**src/hdl/buck_supervisor_cfg.svh**
```systemverilog
// constants for the buck regulator supervisor: timing, codes, field widths
`ifndef BUCK_SUPERVISOR_CFG_SVH
`define BUCK_SUPERVISOR_CFG_SVH

// system clock rate
`define BRS_CLK_HZ 50000000
// base time between sequencer slots, in ns
`define BRS_SLOT_PITCH_NS 31000
// slot pitch in cycles, rounded up
`define BRS_SLOT_PITCH_CYC ((`BRS_SLOT_PITCH_NS * (`BRS_CLK_HZ / 1000000) + 999) / 1000)
// slot counter width
`define BRS_PITCH_CNT_W 18
// number of slots per sequence and last slot index
`define BRS_SLOT_COUNT 8
`define BRS_SLOT_LAST 3'h7
// number of regulator channels
`define BRS_CHANNELS 2
// power mode field codes
`define BRS_MODE_OFF 2'h0
`define BRS_MODE_GLOBAL 2'h1
`define BRS_MODE_LOW 2'h2
`define BRS_MODE_NORMAL 2'h3
// guard cycles before the ramp flag is trusted
`define BRS_RAMP_GUARD 3'h7
// synchroniser bank width
`define BRS_SYNC_W 10

`endif

```
**src/hdl/buck_supervisor_pkg.sv**
```systemverilog
// types shared by the buck regulator supervisor files
package buck_supervisor_pkg;

    // master sequencing timer states, one-hot
    typedef enum logic [2:0] {
        SEQ_IDLE = 3'b001,
        SEQ_UP = 3'b010,
        SEQ_DOWN = 3'b100
    } seq_state_e;

    typedef logic [6:0] target_code_t;
    typedef logic [1:0] power_mode_t;
    typedef logic [2:0] slot_index_t;

endpackage

```
**src/hdl/buck_regulator_supervisor.sv**
```systemverilog
// supervisory logic for two step-down regulator channels and their sequencers
// Contract
// - kept enable on in normal and sleep.
// - dropped enable on in normal, off in sleep.
// - both enables on together in normal operation.
// - discharge on when channel off and not disabled.
// - undervoltage flag set below brownout threshold.
// - unmasked undervoltage flag requests power-down.
// - undervoltage blanked from enable until soft-start ends.
// - undervoltage blanked during ramp after target raise.
// - overvoltage flag set above threshold.
// - unmasked overvoltage requests power-down and interrupt.
// - falling ramp on: lowering target blanks overvoltage until ramp ends.
// - falling ramp off: lowering target keeps overvoltage live.
// - live status for undervoltage, overvoltage, current limit.
// - enable from sequencer or mode field, per configuration.
// - slave settings: participation, master, up and down slots.
// - two-bit mode field picks normal or low power.
// - optional low power in deep sleep.
// - mode field can force low power.
// - mode 00 off, 01 global request, 10 low, 11 normal.
// - master timer issues eight ordered slot events per edge.
`include "buck_supervisor_cfg.svh"

module buck_regulator_supervisor #(
    parameter int SLOT_PITCH_CYCLES = `BRS_SLOT_PITCH_CYC,
    parameter int CHANNELS = `BRS_CHANNELS
) (
    input wire logic clk_i,
    input wire logic rst_b_i,
    input wire logic clk_en_i,
    // processor state pins
    input wire logic application_processor_active_i,
    input wire logic application_processor_sleep_i,
    // global mode inputs
    input wire logic global_low_power_request_i,
    input wire logic deep_sleep_state_i,
    // master timer pitch selects
    input wire logic [2:0] kept_pitch_sel_i,
    input wire logic [2:0] dropped_pitch_sel_i,
    // per channel configuration, bit 0 is channel a, bit 1 channel b
    input wire logic [1:0] sequencer_source_i,
    input wire logic [1:0] master_select_i,
    input wire logic [2:0] channel_a_up_slot_i,
    input wire logic [2:0] channel_a_down_slot_i,
    input wire logic [2:0] channel_b_up_slot_i,
    input wire logic [2:0] channel_b_down_slot_i,
    input wire logic [1:0] channel_a_power_mode_field_i,
    input wire logic [1:0] channel_b_power_mode_field_i,
    input wire logic [1:0] sleep_low_power_enable_i,
    input wire logic [1:0] discharge_disable_i,
    input wire logic [1:0] undervoltage_mask_i,
    input wire logic [1:0] overvoltage_mask_i,
    input wire logic [1:0] falling_ramp_enable_i,
    input wire logic [6:0] channel_a_target_code_i,
    input wire logic [6:0] channel_b_target_code_i,
    input wire logic [1:0] undervoltage_flag_clear_i,
    input wire logic [1:0] overvoltage_flag_clear_i,
    // analog monitor pins
    input wire logic [1:0] undervoltage_compare_i,
    input wire logic [1:0] overvoltage_compare_i,
    input wire logic [1:0] current_limit_compare_i,
    input wire logic [1:0] ramp_busy_i,
    // sequencer enables
    output logic sleep_kept_sequencer_enable_o,
    output logic sleep_dropped_sequencer_enable_o,
    // per channel outputs
    output logic [1:0] channel_on_o,
    output logic [1:0] low_power_o,
    output logic [1:0] discharge_on_o,
    output logic [1:0] undervoltage_flag_o,
    output logic [1:0] overvoltage_flag_o,
    output logic [1:0] undervoltage_status_o,
    output logic [1:0] overvoltage_status_o,
    output logic [1:0] current_limit_status_o,
    // fault outputs
    output logic power_down_request_o,
    output logic interrupt_request_out_n_o
);

    // refuse channel counts the port widths cannot carry
    initial begin
        if (CHANNELS != `BRS_CHANNELS) begin
            $error("buck_regulator_supervisor: CHANNELS must equal the port width");
        end
    end

    logic [`BRS_SYNC_W-1:0] sync1_reg;
    logic [`BRS_SYNC_W-1:0] sync2_reg;
    logic proc_active_s;
    logic proc_sleep_s;
    logic [1:0] uv_s;
    logic [1:0] ov_s;
    logic [1:0] ilim_s;
    logic [1:0] busy_s;
    logic kept_en_reg;
    logic dropped_en_reg;
    logic pd_request_reg;
    logic irq_n_reg;
    logic [1:0] pd_bits;
    logic [1:0] irq_bits;
    logic [1:0] slot_event;
    logic [1:0] slot_up;
    logic [2:0] slot_index [2];
    logic [2:0] up_slot [2];
    logic [2:0] down_slot [2];
    logic [1:0] power_mode [2];
    logic [6:0] target_code [2];

    // per channel field arrays
    assign up_slot[0] = channel_a_up_slot_i;
    assign up_slot[1] = channel_b_up_slot_i;
    assign down_slot[0] = channel_a_down_slot_i;
    assign down_slot[1] = channel_b_down_slot_i;
    assign power_mode[0] = channel_a_power_mode_field_i;
    assign power_mode[1] = channel_b_power_mode_field_i;
    assign target_code[0] = channel_a_target_code_i;
    assign target_code[1] = channel_b_target_code_i;

    // two-flop synchroniser for every pin input
    always_ff @(posedge clk_i or negedge rst_b_i) begin
        if (!rst_b_i) begin
            sync1_reg <= '0;
            sync2_reg <= '0;
        end else if (clk_en_i) begin
            sync1_reg <= {application_processor_active_i, application_processor_sleep_i,
                          undervoltage_compare_i, overvoltage_compare_i,
                          current_limit_compare_i, ramp_busy_i};
            sync2_reg <= sync1_reg;
        end
    end

    // unpack the synchronised bank
    assign proc_active_s = sync2_reg[9];
    assign proc_sleep_s = sync2_reg[8];
    assign uv_s = sync2_reg[7:6];
    assign ov_s = sync2_reg[5:4];
    assign ilim_s = sync2_reg[3:2];
    assign busy_s = sync2_reg[1:0];

    // sequencer enables from the processor state
    always_ff @(posedge clk_i or negedge rst_b_i) begin
        if (!rst_b_i) begin
            kept_en_reg <= 1'b0;
            dropped_en_reg <= 1'b0;
        end else if (clk_en_i) begin
            kept_en_reg <= proc_active_s | proc_sleep_s;
            dropped_en_reg <= proc_active_s & ~proc_sleep_s;
        end
    end

    assign sleep_kept_sequencer_enable_o = kept_en_reg;
    assign sleep_dropped_sequencer_enable_o = dropped_en_reg;

    // master timer for the sleep-kept sequencer
    seq_master_timer #(
        .PITCH_CYCLES(SLOT_PITCH_CYCLES),
        .CNT_W(`BRS_PITCH_CNT_W)
    ) u_kept_timer (
        .clk_i(clk_i),
        .rst_b_i(rst_b_i),
        .clk_en_i(clk_en_i),
        .enable_i(kept_en_reg),
        .pitch_sel_i(kept_pitch_sel_i),
        .slot_event_o(slot_event[0]),
        .slot_index_o(slot_index[0]),
        .slot_up_o(slot_up[0])
    );

    // master timer for the sleep-dropped sequencer
    seq_master_timer #(
        .PITCH_CYCLES(SLOT_PITCH_CYCLES),
        .CNT_W(`BRS_PITCH_CNT_W)
    ) u_dropped_timer (
        .clk_i(clk_i),
        .rst_b_i(rst_b_i),
        .clk_en_i(clk_en_i),
        .enable_i(dropped_en_reg),
        .pitch_sel_i(dropped_pitch_sel_i),
        .slot_event_o(slot_event[1]),
        .slot_index_o(slot_index[1]),
        .slot_up_o(slot_up[1])
    );

    // one identical supervisor per channel
    for (genvar g = 0; g < `BRS_CHANNELS; g++) begin : g_chan
        logic seq_on_reg;
        logic on_reg;
        logic on_next;
        logic lp_reg;
        logic dis_reg;
        logic [6:0] code_prev_reg;
        logic raise;
        logic lower;
        logic uv_blank_reg;
        logic ov_blank_reg;
        logic [2:0] uv_guard_reg;
        logic [2:0] ov_guard_reg;
        logic uv_flag_reg;
        logic ov_flag_reg;
        logic uv_live_reg;
        logic ov_live_reg;
        logic ilim_live_reg;
        logic m;
        logic ev;

        // channel's timer event
        assign m = master_select_i[g];
        assign ev = slot_event[m];

        // sequencer slave state follows its assigned slots
        always_ff @(posedge clk_i or negedge rst_b_i) begin
            if (!rst_b_i) begin
                seq_on_reg <= 1'b0;
            end else if (clk_en_i) begin
                if (ev && slot_up[m] && slot_index[m] == up_slot[g]) begin
                    seq_on_reg <= 1'b1;
                end else if (ev && !slot_up[m] && slot_index[m] == down_slot[g]) begin
                    seq_on_reg <= 1'b0;
                end
            end
        end

        // enable source select and mode decode
        assign on_next = (power_mode[g] != `BRS_MODE_OFF) &&
                         (!sequencer_source_i[g] || seq_on_reg);

        // on, low-power and discharge state
        always_ff @(posedge clk_i or negedge rst_b_i) begin
            if (!rst_b_i) begin
                on_reg <= 1'b0;
                lp_reg <= 1'b0;
                dis_reg <= 1'b0;
            end else if (clk_en_i) begin
                on_reg <= on_next;
                lp_reg <= on_next && ((power_mode[g] == `BRS_MODE_LOW) ||
                          (power_mode[g] == `BRS_MODE_GLOBAL &&
                           (global_low_power_request_i ||
                            (sleep_low_power_enable_i[g] && deep_sleep_state_i))));
                dis_reg <= !discharge_disable_i[g] && !on_next;
            end
        end

        // target history
        always_ff @(posedge clk_i or negedge rst_b_i) begin
            if (!rst_b_i) begin
                code_prev_reg <= 7'h00;
            end else if (clk_en_i) begin
                code_prev_reg <= target_code[g];
            end
        end

        assign raise = on_reg && (target_code[g] > code_prev_reg);
        assign lower = on_reg && (target_code[g] < code_prev_reg) && falling_ramp_enable_i[g];

        // undervoltage blanking: soft-start and upward ramp
        always_ff @(posedge clk_i or negedge rst_b_i) begin
            if (!rst_b_i) begin
                uv_blank_reg <= 1'b0;
                uv_guard_reg <= 3'h0;
            end else if (clk_en_i) begin
                if ((on_next && !on_reg) || raise) begin
                    uv_blank_reg <= 1'b1;
                    uv_guard_reg <= `BRS_RAMP_GUARD;
                end else if (uv_guard_reg != 3'h0) begin
                    uv_guard_reg <= uv_guard_reg - 3'h1;
                end else if (!busy_s[g]) begin
                    uv_blank_reg <= 1'b0;
                end
            end
        end

        // overvoltage blanking for falling ramp
        always_ff @(posedge clk_i or negedge rst_b_i) begin
            if (!rst_b_i) begin
                ov_blank_reg <= 1'b0;
                ov_guard_reg <= 3'h0;
            end else if (clk_en_i) begin
                if (lower) begin
                    ov_blank_reg <= 1'b1;
                    ov_guard_reg <= `BRS_RAMP_GUARD;
                end else if (ov_guard_reg != 3'h0) begin
                    ov_guard_reg <= ov_guard_reg - 3'h1;
                end else if (!busy_s[g] || !on_reg) begin
                    ov_blank_reg <= 1'b0;
                end
            end
        end

        // sticky flags, set wins over clear
        always_ff @(posedge clk_i or negedge rst_b_i) begin
            if (!rst_b_i) begin
                uv_flag_reg <= 1'b0;
                ov_flag_reg <= 1'b0;
            end else if (clk_en_i) begin
                if (on_reg && uv_s[g] && !uv_blank_reg) begin
                    uv_flag_reg <= 1'b1;
                end else if (undervoltage_flag_clear_i[g]) begin
                    uv_flag_reg <= 1'b0;
                end
                if (on_reg && ov_s[g] && !ov_blank_reg) begin
                    ov_flag_reg <= 1'b1;
                end else if (overvoltage_flag_clear_i[g]) begin
                    ov_flag_reg <= 1'b0;
                end
            end
        end

        // live condition status, separate from the flags
        always_ff @(posedge clk_i or negedge rst_b_i) begin
            if (!rst_b_i) begin
                uv_live_reg <= 1'b0;
                ov_live_reg <= 1'b0;
                ilim_live_reg <= 1'b0;
            end else if (clk_en_i) begin
                uv_live_reg <= uv_s[g];
                ov_live_reg <= ov_s[g];
                ilim_live_reg <= ilim_s[g];
            end
        end

        // unmasked fault contributions
        assign pd_bits[g] = (uv_flag_reg && !undervoltage_mask_i[g]) ||
                            (ov_flag_reg && !overvoltage_mask_i[g]);
        assign irq_bits[g] = ov_flag_reg && !overvoltage_mask_i[g];

        // channel outputs straight from their flops
        assign channel_on_o[g] = on_reg;
        assign low_power_o[g] = lp_reg;
        assign discharge_on_o[g] = dis_reg;
        assign undervoltage_flag_o[g] = uv_flag_reg;
        assign overvoltage_flag_o[g] = ov_flag_reg;
        assign undervoltage_status_o[g] = uv_live_reg;
        assign overvoltage_status_o[g] = ov_live_reg;
        assign current_limit_status_o[g] = ilim_live_reg;
    end

    // combined power-down request and interrupt line
    always_ff @(posedge clk_i or negedge rst_b_i) begin
        if (!rst_b_i) begin
            pd_request_reg <= 1'b0;
            irq_n_reg <= 1'b1;
        end else if (clk_en_i) begin
            pd_request_reg <= |pd_bits;
            irq_n_reg <= ~(|irq_bits);
        end
    end

    assign power_down_request_o = pd_request_reg;
    assign interrupt_request_out_n_o = irq_n_reg;

endmodule

```
**src/hdl/seq_master_timer.sv**
```systemverilog
// master sequencing timer: eight ordered slot events per enable edge
`include "buck_supervisor_cfg.svh"

module seq_master_timer #(
    parameter int PITCH_CYCLES = `BRS_SLOT_PITCH_CYC,
    parameter int CNT_W = `BRS_PITCH_CNT_W
) (
    input wire logic clk_i,
    input wire logic rst_b_i,
    input wire logic clk_en_i,
    input wire logic enable_i,
    input wire logic [2:0] pitch_sel_i,
    output logic slot_event_o,
    output buck_supervisor_pkg::slot_index_t slot_index_o,
    output logic slot_up_o
);

    // refuse pitches the counter cannot hold
    initial begin
        if (PITCH_CYCLES < 1 || (PITCH_CYCLES * 128) >= (2 ** CNT_W)) begin
            $error("seq_master_timer: PITCH_CYCLES does not fit the counter");
        end
    end

    buck_supervisor_pkg::seq_state_e state_reg;
    logic enable_seen_reg;
    logic [CNT_W-1:0] cnt_reg;
    buck_supervisor_pkg::slot_index_t slot_reg;
    logic [CNT_W-1:0] limit;

    // pitch scales by binary steps
    assign limit = (CNT_W'(PITCH_CYCLES) << pitch_sel_i) - CNT_W'(1);

    // sequence walk; a new edge arriving mid-walk waits for the idle state
    always_ff @(posedge clk_i or negedge rst_b_i) begin
        if (!rst_b_i) begin
            state_reg <= buck_supervisor_pkg::SEQ_IDLE;
            enable_seen_reg <= 1'b0;
            cnt_reg <= '0;
            slot_reg <= 3'h0;
            slot_event_o <= 1'b0;
            slot_index_o <= 3'h0;
            slot_up_o <= 1'b0;
        end else if (clk_en_i) begin
            slot_event_o <= 1'b0;
            unique case (state_reg)
                buck_supervisor_pkg::SEQ_IDLE: begin
                    if (enable_i != enable_seen_reg) begin
                        enable_seen_reg <= enable_i;
                        cnt_reg <= '0;
                        slot_reg <= 3'h0;
                        state_reg <= enable_i ? buck_supervisor_pkg::SEQ_UP :
                                                buck_supervisor_pkg::SEQ_DOWN;
                    end
                end
                buck_supervisor_pkg::SEQ_UP, buck_supervisor_pkg::SEQ_DOWN: begin
                    if (cnt_reg == limit) begin
                        cnt_reg <= '0;
                        slot_event_o <= 1'b1;
                        slot_index_o <= slot_reg;
                        slot_up_o <= (state_reg == buck_supervisor_pkg::SEQ_UP);
                        slot_reg <= slot_reg + 3'h1;
                        if (slot_reg == `BRS_SLOT_LAST) begin
                            state_reg <= buck_supervisor_pkg::SEQ_IDLE;
                        end
                    end else begin
                        cnt_reg <= cnt_reg + CNT_W'(1);
                    end
                end
            endcase
        end
    end

endmodule

```
**config.mk**
```make
export PLATFORM = sky130hd
export DESIGN_NAME = buck_regulator_supervisor
export DESIGN_NICKNAME = d
export VERILOG_FILES = /design/src/hdl/buck_supervisor_pkg.sv /design/src/hdl/buck_regulator_supervisor.sv /design/src/hdl/seq_master_timer.sv
export VERILOG_INCLUDE_DIRS = /design/src /design/src/hdl
export SDC_FILE = /design/constraint.sdc
export NUM_CORES = 1
export LEC_CHECK = 0
export ABC_AREA = 1
export BUFFER_PORTS_ARGS = -buffer_cell sky130_fd_sc_hd__buf_4
export CORE_MARGIN = 8
export CORE_UTILIZATION = 40
export CTS_CLUSTER_DIAMETER = 60
export CTS_CLUSTER_SIZE = 12
export DETAILED_ROUTE_END_ITERATION = 10
export RECOVER_POWER = 25
export SKIP_CTS_REPAIR_TIMING = 1
export SLEW_MARGIN = 20
export SYNTH_ARGS = -nofsm -noshare
export SYNTH_HDL_FRONTEND = slang
export SYNTH_SLANG_ARGS = --single-unit
```
**constraint.sdc**
```tcl
create_clock -name clk_i -period 1.5 [get_ports clk_i]
set_input_delay 0.15 -clock clk_i [delete_from_list [all_inputs] [get_ports clk_i]]
set_output_delay 0.15 -clock clk_i [all_outputs]
set_load 0.05 [all_outputs]
```
* Word-level counts from Yosys, hierarchy flattened
Index checks and enable logic that the tools add are counted.
Operators by class: order comparisons 8, equal/unequal tests 32, mux-type cells 72, shifts and indexed selects 2, reduce and logical (&&, ||, !) cells 116, bitwise gates (word level) 6, add/sub/neg operators 10
Operators by type and width (count):
- 3-bit two-way mux | 26
- 18-bit two-way mux | 4
- 18-bit one-hot mux with 2 select lines | 2
- 1-bit logical AND | 38
- 18-bit by 1-bit adder with 18-bit output (second input constant) | 2
- 18-bit == test | 2
- 1-bit two-way mux | 36
- 11-bit by 3-bit << shifter with 18-bit output (first input constant) | 2
- 18-bit by 2-bit subtractor with 18-bit output (second input constant) | 2
- 3-bit AND reduction | 10
- 2-bit nonzero test | 14
- 3-bit one-hot mux with 2 select lines | 4
- 2-bit AND reduction | 12
- 1-bit zero test | 20
- 2-bit by 1-bit inequality test with 1-bit output (second input constant) | 8
- 7-bit > comparator | 2
- 7-bit less-than comparator | 2
- 3-bit == test | 4
- 3-bit == test (second input constant) | 4
- 1-bit logical OR | 12
- 3-bit nonzero test | 4
- 3-bit by 1-bit subtractor with 3-bit output (second input constant) | 4
- 2-bit inequality test (second input constant) | 4
- 4-bit AND reduction | 2
- other kinds (13) | 26
Storage, ports and cells: input port bits 69, bits in registers 132, logic and storage cells 294, output and inout port bits 20

* Logic depth before layout (Yosys ltp)
Gate-level depths: netlist of the first run.
depth after elaboration 8, depth in mapped cells 17, gate-level depth less buffers 17

* By module
Synthesis of the first run repeated with hierarchy kept, for this count alone.
Second synthesis, totals: cell total of the unflattened synthesis 1141, area total of the unflattened synthesis 8426.8 µm²
By module, submodules not included:
- buck_regulator_supervisor | sequential area each 1803.0 µm², cells each 518, area each 4011.3 µm², times used 1
- seq_master_timer at u_kept_timer | sequential area each 752.0 µm², cells each 311, area each 2243.4 µm², times used 1
- seq_master_timer at u_dropped_timer | sequential area each 752.0 µm², cells each 312, area each 2172.1 µm², times used 1

* Least setup slack after synthesis of the first run
OpenSTA, ideal clock, no wires.
path kind in2reg, start input kept_pitch_sel_i[1], end register u_kept_timer.cnt_reg[4], setup time 0.121 ns, cell stages on the path 17, path slack -0.629 ns, data arrival time 2.008 ns, required time 1.379 ns, path buffers 2, path through buf_4 > inv_2 > ha_1 > nand2_2 > ha_1 > inv_1 > nand2_1 > nand2_1 > xor2_1 > nand2_1 > nor2_1 > nand4_4 > nand2_4 > nand2_4 > clkinv_2 > buf_8 > nor2_2
On the way: cells in the longest elaborated chain, start to end 5
Ends and longest elaborated chain:
- from (decl) | RTL line buck_regulator_supervisor.sv:39 | input wire logic [2:0] kept_pitch_sel_i,
- 11-bit by 3-bit << shifter with 18-bit output | RTL line seq_master_timer.sv:32 | assign limit = (CNT_W'(PITCH_CYCLES) << pitch_sel_i) - CNT_W'(1);
- 18-bit by 2-bit subtractor with 18-bit output | RTL line seq_master_timer.sv:32
- 18-bit == test | RTL line seq_master_timer.sv:57 | if (cnt_reg == limit) begin
- 18-bit two-way mux | RTL line seq_master_timer.sv:57
- 18-bit one-hot mux with 2 select lines | RTL line seq_master_timer.sv:46 | unique case (state_reg)
- to (signal assigned) | RTL line seq_master_timer.sv:67 | cnt_reg <= cnt_reg + CNT_W'(1);
- to (decl) | RTL line seq_master_timer.sv:27 | logic [CNT_W-1:0] cnt_reg;
No other way between the ends. A chain may end at the register's enable or synchronous reset.

* Worst setup path after layout of the first run
start register g_chan[1].code_prev_reg[4], end register g_chan[1].uv_blank_reg
On the way: cells in the longest elaborated chain, start to end 5, elaborated cells on any way between the ends 7, those cells by class 1 x order compare; 2 x eq/ne; 1 x mux; 3 x reduce/logical
Ends and longest elaborated chain:
- from (decl) | RTL line buck_regulator_supervisor.sv:192 | logic [6:0] code_prev_reg;
- from (signal assigned) | RTL line buck_regulator_supervisor.sv:249 | code_prev_reg <= target_code[g];
- 7-bit > comparator (*) | RTL line buck_regulator_supervisor.sv:253 | assign raise = on_reg && (target_code[g] > code_prev_reg);
- 1-bit logical AND (*) | RTL line buck_regulator_supervisor.sv:253
- 1-bit logical OR (*) | RTL line buck_regulator_supervisor.sv:262 | if ((on_next && !on_reg) || raise) begin
- 2-bit inequality test (no source line) or 2-bit by 1-bit inequality test with 1-bit output (tied branches)
- 3-bit AND reduction (no source line)
- to (signal assigned) | RTL line buck_regulator_supervisor.sv:259 | uv_blank_reg <= 1'b0;
- to (signal assigned) | RTL line buck_regulator_supervisor.sv:263 | uv_blank_reg <= 1'b1;
- to (signal assigned) | RTL line buck_regulator_supervisor.sv:268 | uv_blank_reg <= 1'b0;
- to (decl) | RTL line buck_regulator_supervisor.sv:195 | logic uv_blank_reg;
Every way passes the cells marked *; elsewhere a longest branch is shown, timed or not.

==> results of run 1 <==
cells in the final DEF (no fill, tap or decap), types with 9 or more instances in the layout:
| cell type | instances |
|---|---|
| o21ai_0 | 48 |
| o21ai_1 | 18 |
| nand3_2 | 10 |
| ha_1 | 24 |
| a21oi_1 | 10 |
| dfrtp_1 | 125 |
| nand2_2 | 25 |
| nand4_1 | 23 |
| inv_1 | 105 |
| nor3_1 | 9 |
| nor2_1 | 50 |
| inv_2 | 18 |
| buf_4 | 240 |
| buf_6 | 13 |
| nor2_2 | 23 |
| a21oi_2 | 12 |
| xor2_1 | 35 |
| dlygate4sd3_1 | 20 |
| nand3_1 | 44 |
| nor2_4 | 10 |
| nand2_1 | 309 |
| clkbuf_16 | 18 |
final timing paths:
kind,startpoint,to,slack (ns)
max in group asynchronous,rst_b_i,u_kept_timer.cnt_reg[16],0.12
min in group asynchronous,rst_b_i,u_dropped_timer.cnt_reg[6],0.42
worst max register to register,g_chan[1].code_prev_reg[4],g_chan[1].uv_blank_reg,-0.32
worst min-delay path,channel_a_target_code_i[5],g_chan[0].code_prev_reg[5],-0.05
worst max-delay path,g_chan[1].code_prev_reg[4],g_chan[1].uv_blank_reg,-0.32
worst min register to register,interrupt_request_out_n_o,interrupt_request_out_n_o,0.47
worst max-delay path, stage by stage (launching register included):
cell,delay (ns)
dfrtp_1,0.37
inv_2,0.07
ha_4,0.20
a21oi_2,0.14
nor2_2,0.05
a211oi_2,0.27
buf_4,0.19
nand2_4,0.05
a31oi_4,0.24
o22ai_1,0.12
Yosys cell counts, drive strengths merged (15+ instances only):
library cell / instances
ha: 34
clkbuf: 15
xor2: 42
o21ai: 74
buf: 28
nand4: 24
nand2: 344
a21oi: 22
nor2: 83
inv: 126
dfrtp: 129
nand3: 57
layout make-up:
class,instances,area (µm²)
Clock inverter,15,138
Timing Repair inverter,1,16.3
Fill cell,1720,7880
Clock buffer,17,425
Sequential cell,132,3310
Inverter,128,517
Multi-Input combinational cell,752,4550
Timing Repair Buffer,282,2290
Tap cell,265,332
power groups by stage:
stage | registers, µW | clock network [µW] | logic [µW]
2_1_floorplan | 4500 | 0 | 2430
3_3_place_gp | 4450 | 0 | 3810
3_5_place_dp | 4470 | 0 | 3890
4_1_cts | 4410 | 4080 | 3910
5_1_grt | 4510 | 4230 | 5270
6_report | 4450 | 4010 | 4780
logic make-up after synthesis:
logic type | count (synthesis) | synth area share, %
compound gates | 125 | 8.87
xor+xnor | 50 | 5.51
buf+inv | 171 | 9.31
fa+ha+maj | 34 | 5.35
mux | 1 | 0.126
simple gates | 540 | 29.3
flops | 132 | 41.6
through the flow:
stage | std cells | utilization, % | power [µW] | setup WS [ns]
6_report | 1592 | 59.5 | 13200 | -0.324
5_1_grt | 1592 | 59.5 | 14000 | -0.410
4_1_cts | 1552 | 54.8 | 12400 | -0.431
3_5_place_dp | 1520 | 51.9 | 8360 | -0.635
3_3_place_gp | 1520 | 51.9 | 8260 | -0.587
2_1_floorplan | 1053 | - | 6930 | -0.345
per-layer routing:
metal	up-vias	global-route usage, %	wire length [µm]
met5	-	0	15
met4	2	5.85	465
met3	37	4.06	905
met2	107	29.8	11000
met1	3493	21.8	9950
li1	3892	-	-
==> results.json, run 1 <==
{
  "syn_area_mm2": 0.00795,
  "outcome": "complete, but fails checks",
  "finalCritPeriodShare_pct": 122,
  "critPathKind": "reg2reg",
  "slew_violations": 0,
  "switching_share_pct": 36.8,
  "clock_path_buffers": 2,
  "grt_pass1_vias": 7204,
  "hold_class": "in2reg",
  "wl_per_cell_um": 14.0,
  "synth_edf_count": 0,
  "synth.avg_cell_area_um2": 7.55,
  "syn2layout_area_growth_pct": 45.6,
  "switching_power_uw": 4870,
  "via_per_inst": 4.73,
  "rsz0062_at_grt": "yes",
  "htree_levels": 4,
  "cp.required_ns": 1.79,
  "final.min_clock_period_ns": 1.82,
  "io_pins": 89,
  "cp.arrival_ns": 2.12,
  "track_usage_pct": 17.6,
  "dpl-instance-area_mm2": 0.0101,
  "synth_top_area_share_pct": 40.6,
  "skew_ns": 0.0106,
  "cts.sinks": 132,
  "crit_path_start_kind": "flop",
  "drive_gt1_share_pct": 35.1,
  "grt_pass1_wl_um": 34700,
  "antenna_found_initial": 1,
  "finalSetupTns_ns": -12.61,
  "ys_seq_elements": 132,
  "hold_ws_ns": -0.0464,
  "clkTransAtPathRegs_ns": 0.06,
  "clkPwrFrac_pct": 30.3,
  "diodes": 0,
  "dr.pass1.iters": 5,
  "drc": 0,
  "synth_area_leader_cell": "dfrtp_1",
  "min_delay_path_depth": 3,
  "clockRootBuffer": "clkbuf_16",
  "synth.net_count": 1156,
  "cp-end-kind": "flop",
  "violations": "negative hold slack, negative setup slack",
  "p_leak_uw": 0.00574,
  "portBuffers": 88,
  "cp_max_fo": 4,
  "async_flop_share_pct": 100,
  "start_util_pct": 40.9,
  "setup_viol": 72,
  "grt_start_max_net_pins": 66,
  "maxCapViolCount": 0,
  "hpwlAfterDp_um": 16300,
  "power_frac_seq_pct": 33.6,
  "final_nets": 1417,
  "vdd_drop_max_v": 0.000916,
  "drt_first_iter_violations": 363,
  "p_int_uw": 8370,
  "die_area_mm2": 0.0247,
  "fin_ws_ns": -0.324,
  "dieHeight_um": 157,
  "ys_types": 47,
  "clock_latency_ns": 0.43,
  "yosysSeqAreaShare_pct": 41.6,
  "relSlewSlack_pct": 32.8,
  "combPwrFrac_pct": 36.1,
  "drt_wl_total_um": 22300,
  "worstMarginPinSlew_ns": 1.01,
  "cts_tree": "done",
  "drt.antenna.violating_nets": 0,
  "hold_viol": 5,
  "synth_cells": 1053,
  "rows": 51,
  "synth_warnings": 0,
  "synthTopCellsByArea": "dfrtp_1 (41%), nand2_1 (16%), inv_1 (5.8%)",
  "fmax_ghz": 0.548,
  "reg2reg_depth": 9,
  "gp_congestion": 0.880,
  "vias": 7531,
  "synth_ff_type": "dfrtp_1",
  "overflow": 0,
  "die_w_um": 157,
  "cts_buffers": 17,
  "p_per_area_mw_per_mm2": 1140,
  "design.core.area_mm2": 0.0195,
  "final_area_mm2": 0.0116
}
(Power assumes the default switching activity.)
==> inputs of run 2 (changes only) <==
--- a/config.mk
+++ b/config.mk
@@ -6,16 +6,15 @@
 export SDC_FILE = /design/constraint.sdc
 export NUM_CORES = 1
 export LEC_CHECK = 0
-export ABC_AREA = 1
 export BUFFER_PORTS_ARGS = -buffer_cell sky130_fd_sc_hd__buf_4
 export CORE_MARGIN = 8
-export CORE_UTILIZATION = 40
+export CORE_UTILIZATION = 53
 export CTS_CLUSTER_DIAMETER = 60
 export CTS_CLUSTER_SIZE = 12
 export DETAILED_ROUTE_END_ITERATION = 10
+export PLACE_DENSITY = 0.76
 export RECOVER_POWER = 25
 export SKIP_CTS_REPAIR_TIMING = 1
-export SLEW_MARGIN = 20
 export SYNTH_ARGS = -nofsm -noshare
 export SYNTH_HDL_FRONTEND = slang
 export SYNTH_SLANG_ARGS = --single-unit
==> run 2 against run 1 <==
  * The flow still finishes with violations (negative hold slack, negative setup slack)
  * Critical path type unchanged
  * Sequential power barely moved
  * Wire length down 4.0%
  * Die area fell by 25%
  * Largest power group is now registers
  * Largest cell class unchanged
  * Via count decreased by 8.9%
==> results.json, run 2 <==
{
  "synth.avg_cell_area_um2": 9.49,
  "min_delay_path_depth": 3,
  "fillers": 900,
  "total_power_uw": 13000,
  "track_usage_pct": 21.2,
  "clockRootBuffer": "clkbuf_16",
  "setup_viol": 75,
  "hold_ws_ns": -0.0225,
  "final_common_cell": "buf_4",
  "overflow": 0,
  "synth_edf_count": 0,
  "io_pins": 89,
  "fmax_ghz": 0.444,
  "htree_levels": 4,
  "maxCapViolCount": 0,
  "synth_warnings": 0,
  "antenna_found_initial": 0,
  "p_leak_uw": 0.00491,
  "clkTransAtPathRegs_ns": 0.07,
  "grt_pass1_wl_um": 31500,
  "path_delay_family": "simple AND/OR/NAND/NOR gates",
  "crit_cells": 9,
  "fin_ws_ns": -0.750,
  "clock_path_buffers": 2,
  "dr.pass1.iters": 5,
  "gp_congestion": 0.855,
  "crit_buf_inv": 2,
  "final.min_clock_period_ns": 2.25,
  "diodes": 0,
  "yosysSeqAreaShare_pct": 43.4,
  "final_nets": 1121,
  "synthTopCellsByArea": "dfrtp_1 (42%), ha_1 (5.6%), mux2_2 (5.3%)",
  "design.core.area_mm2": 0.0143,
  "drt_wl_total_um": 21400,
  "grt_pass1_vias": 6429,
  "cts_tree": "done",
  "via_per_inst": 5.65,
  "skew_ns": 0.0100,
  "outcome": "complete, but fails checks",
  "slew_violations": 0,
  "synthMostInstantiatedCell": "dfrtp_1",
  "synth.net_count": 906,
  "ys_seq_elements": 132,
  "die_area_mm2": 0.0185,
  "crit_path_start_kind": "flop",
  "synth_top_area_share_pct": 42.4,
  "cts.sinks": 132,
  "cp.arrival_ns": 2.55,
  "ys_top_cells_by_count": "dfrtp_1 (129), nand2_1 (100), nor2_1 (58)",
  "syn2layout_area_growth_pct": 39.5,
  "p_per_area_mw_per_mm2": 1220,
  "drc": 0,
  "drive_gt1_share_pct": 35.5,
  "final_core_util_pct": 74.2,
  "rsz0062_at_grt": "yes",
  "regToRegSetupSlack_ns": -0.75,
  "vdd_drop_max_v": 0.00109,
  "violations": "negative hold slack, negative setup slack",
  "grt_start_max_net_pins": 70,
  "dieHeight_um": 136,
  "synth_ff_type": "dfrtp_1",
  "drt.antenna.violating_nets": 0,
  "portBuffers": 88,
  "worstMarginPinSlew_ns": 0.926,
  "worstPathCellList": "xor2_1 -> nor3b_1 -> o22ai_1 -> or4_4 -> nor4_4 -> buf_4 -> o31a_1 -> buf_4 -> mux2i_1",
  "wl_per_cell_um": 17.7,
  "rows": 44,
  "clock_latency_ns": 0.42,
  "critPathKind": "reg2reg",
  "start_util_pct": 53.2,
  "ys_types": 62,
  "drt_first_iter_violations": 393,
  "synth_cells": 803,
  "seq_area_mm2": 0.00331,
  "async_flop_share_pct": 100,
  "relSlewSlack_pct": 38.3,
  "finalCritPeriodShare_pct": 150,
  "cp-end-kind": "flop",
  "cp.required_ns": 1.80,
  "synth_area_leader_cell": "dfrtp_1",
  "hpwlAfterDp_um": 13600,
  "reg2reg_depth": 9,
  "syn_area_mm2": 0.00762,
  "multi_input_area_mm2": 0.00426,
  "final_cell_mix": "buf_4 (193), dfrtp_1 (129), nand2_1 (96), inv_1 (49), nor2_1 (46)",
  "hold_class": "in2reg",
  "critPathSlowestCell": "or4_4",
  "vias": 6859,
  "cts_buffers": 17,
  "cp_max_fo": 8,
  "hold_viol": 4,
  "critPathMaxStageDelay_ns": 0.50,
  "die_w_um": 136,
  "crit_top_cell": "buf_4"
}
==> run 2: cell count changes in the layout (fill, tap and decap cells not counted), sizes merged, moves of 10 or more <==
cell / before / now
nand2b: 0 / 11
o21ai: 74 / 42
buf: 258 / 212
mux2i: 1 / 14
inv: 136 / 66
mux2: 0 / 36
nor2: 83 / 58
nand3: 57 / 26
xor2: 42 / 32
nand2: 346 / 101
xnor2: 8 / 33
nand4: 24 / 10
==> run 2: routing by layer <==
metal  wire length (µm)  part of all wire [%]  global-route usage, %
met1               9120                    42                   26.7
met2              10700                    50                   34.2
met3               1040                   4.8                   5.73
met4                566                   2.6                   7.87
met5                  0                     0                      0
==> run 2: final timing paths <==
check | start | endpoint
max | u_dropped_timer.cnt_reg[16] | u_dropped_timer.slot_reg[0]
min | channel_a_target_code_i[1] | g_chan[0].code_prev_reg[1]
max reg2reg | u_dropped_timer.cnt_reg[16] | u_dropped_timer.slot_reg[0]
min reg2reg | g_chan[0].lp_reg | g_chan[0].lp_reg
max in group asynchronous | rst_b_i | u_dropped_timer.cnt_reg[6]
min in group asynchronous | rst_b_i | g_chan[0].code_prev_reg[4]
==> run 2: kinds of logic after synthesis <==
| logic type | after synthesis | share of synthesized area [%] |
|---|---|---|
| DFF | 132 | 43.4 |
| muxes | 50 | 7.16 |
| xor gates and xnor gates | 65 | 7.47 |
| buffers and inverters | 105 | 6.21 |
| and+or+nand+nor | 275 | 17.8 |
| AOI/OAI and AO/OA | 142 | 12.4 |
| adders and majority gates | 34 | 5.58 |
==> run 2: through the flow <==
stage	setup WS, ns	std cells	area, µm²	setup TNS [ns]
final	-0.750	1215	10600	-43.40
after global routing	-0.870	1215	10600	-50.86
after CTS	-0.822	1178	9910	-47.93
after detailed placement	-1.26	1146	9320	-68.20
after global placement	-1.15	1146	9320	-63.74
after floorplan	-1.39	803	7780	-64.10
==> run 2: area by class of cell <==
cell class                 instances  area share (%)
tap                              184            2.17
timing repair buffer             244            19.0
clock buffer                      17            4.00
inverter                          57            2.08
clock inverter                    15            1.53
multi-input combinational        566            40.1
sequential                       132            31.1
==> run 2: worst register-to-register path: stages, from the launching register on <==
cell	delay, ns
dfrtp_1	0.42
xor2_1	0.16
nor3b_1	0.18
o22ai_1	0.12
or4_4	0.50
nor4_4	0.15
buf_4	0.19
o31a_1	0.17
buf_4	0.16
mux2i_1	0.08
==> run 2: power by group <==
part	switching [µW]	internal, µW	total [µW]
Clock	1800	2360	4160
Sequential	351	4080	4430
Combinational	2430	1930	4360
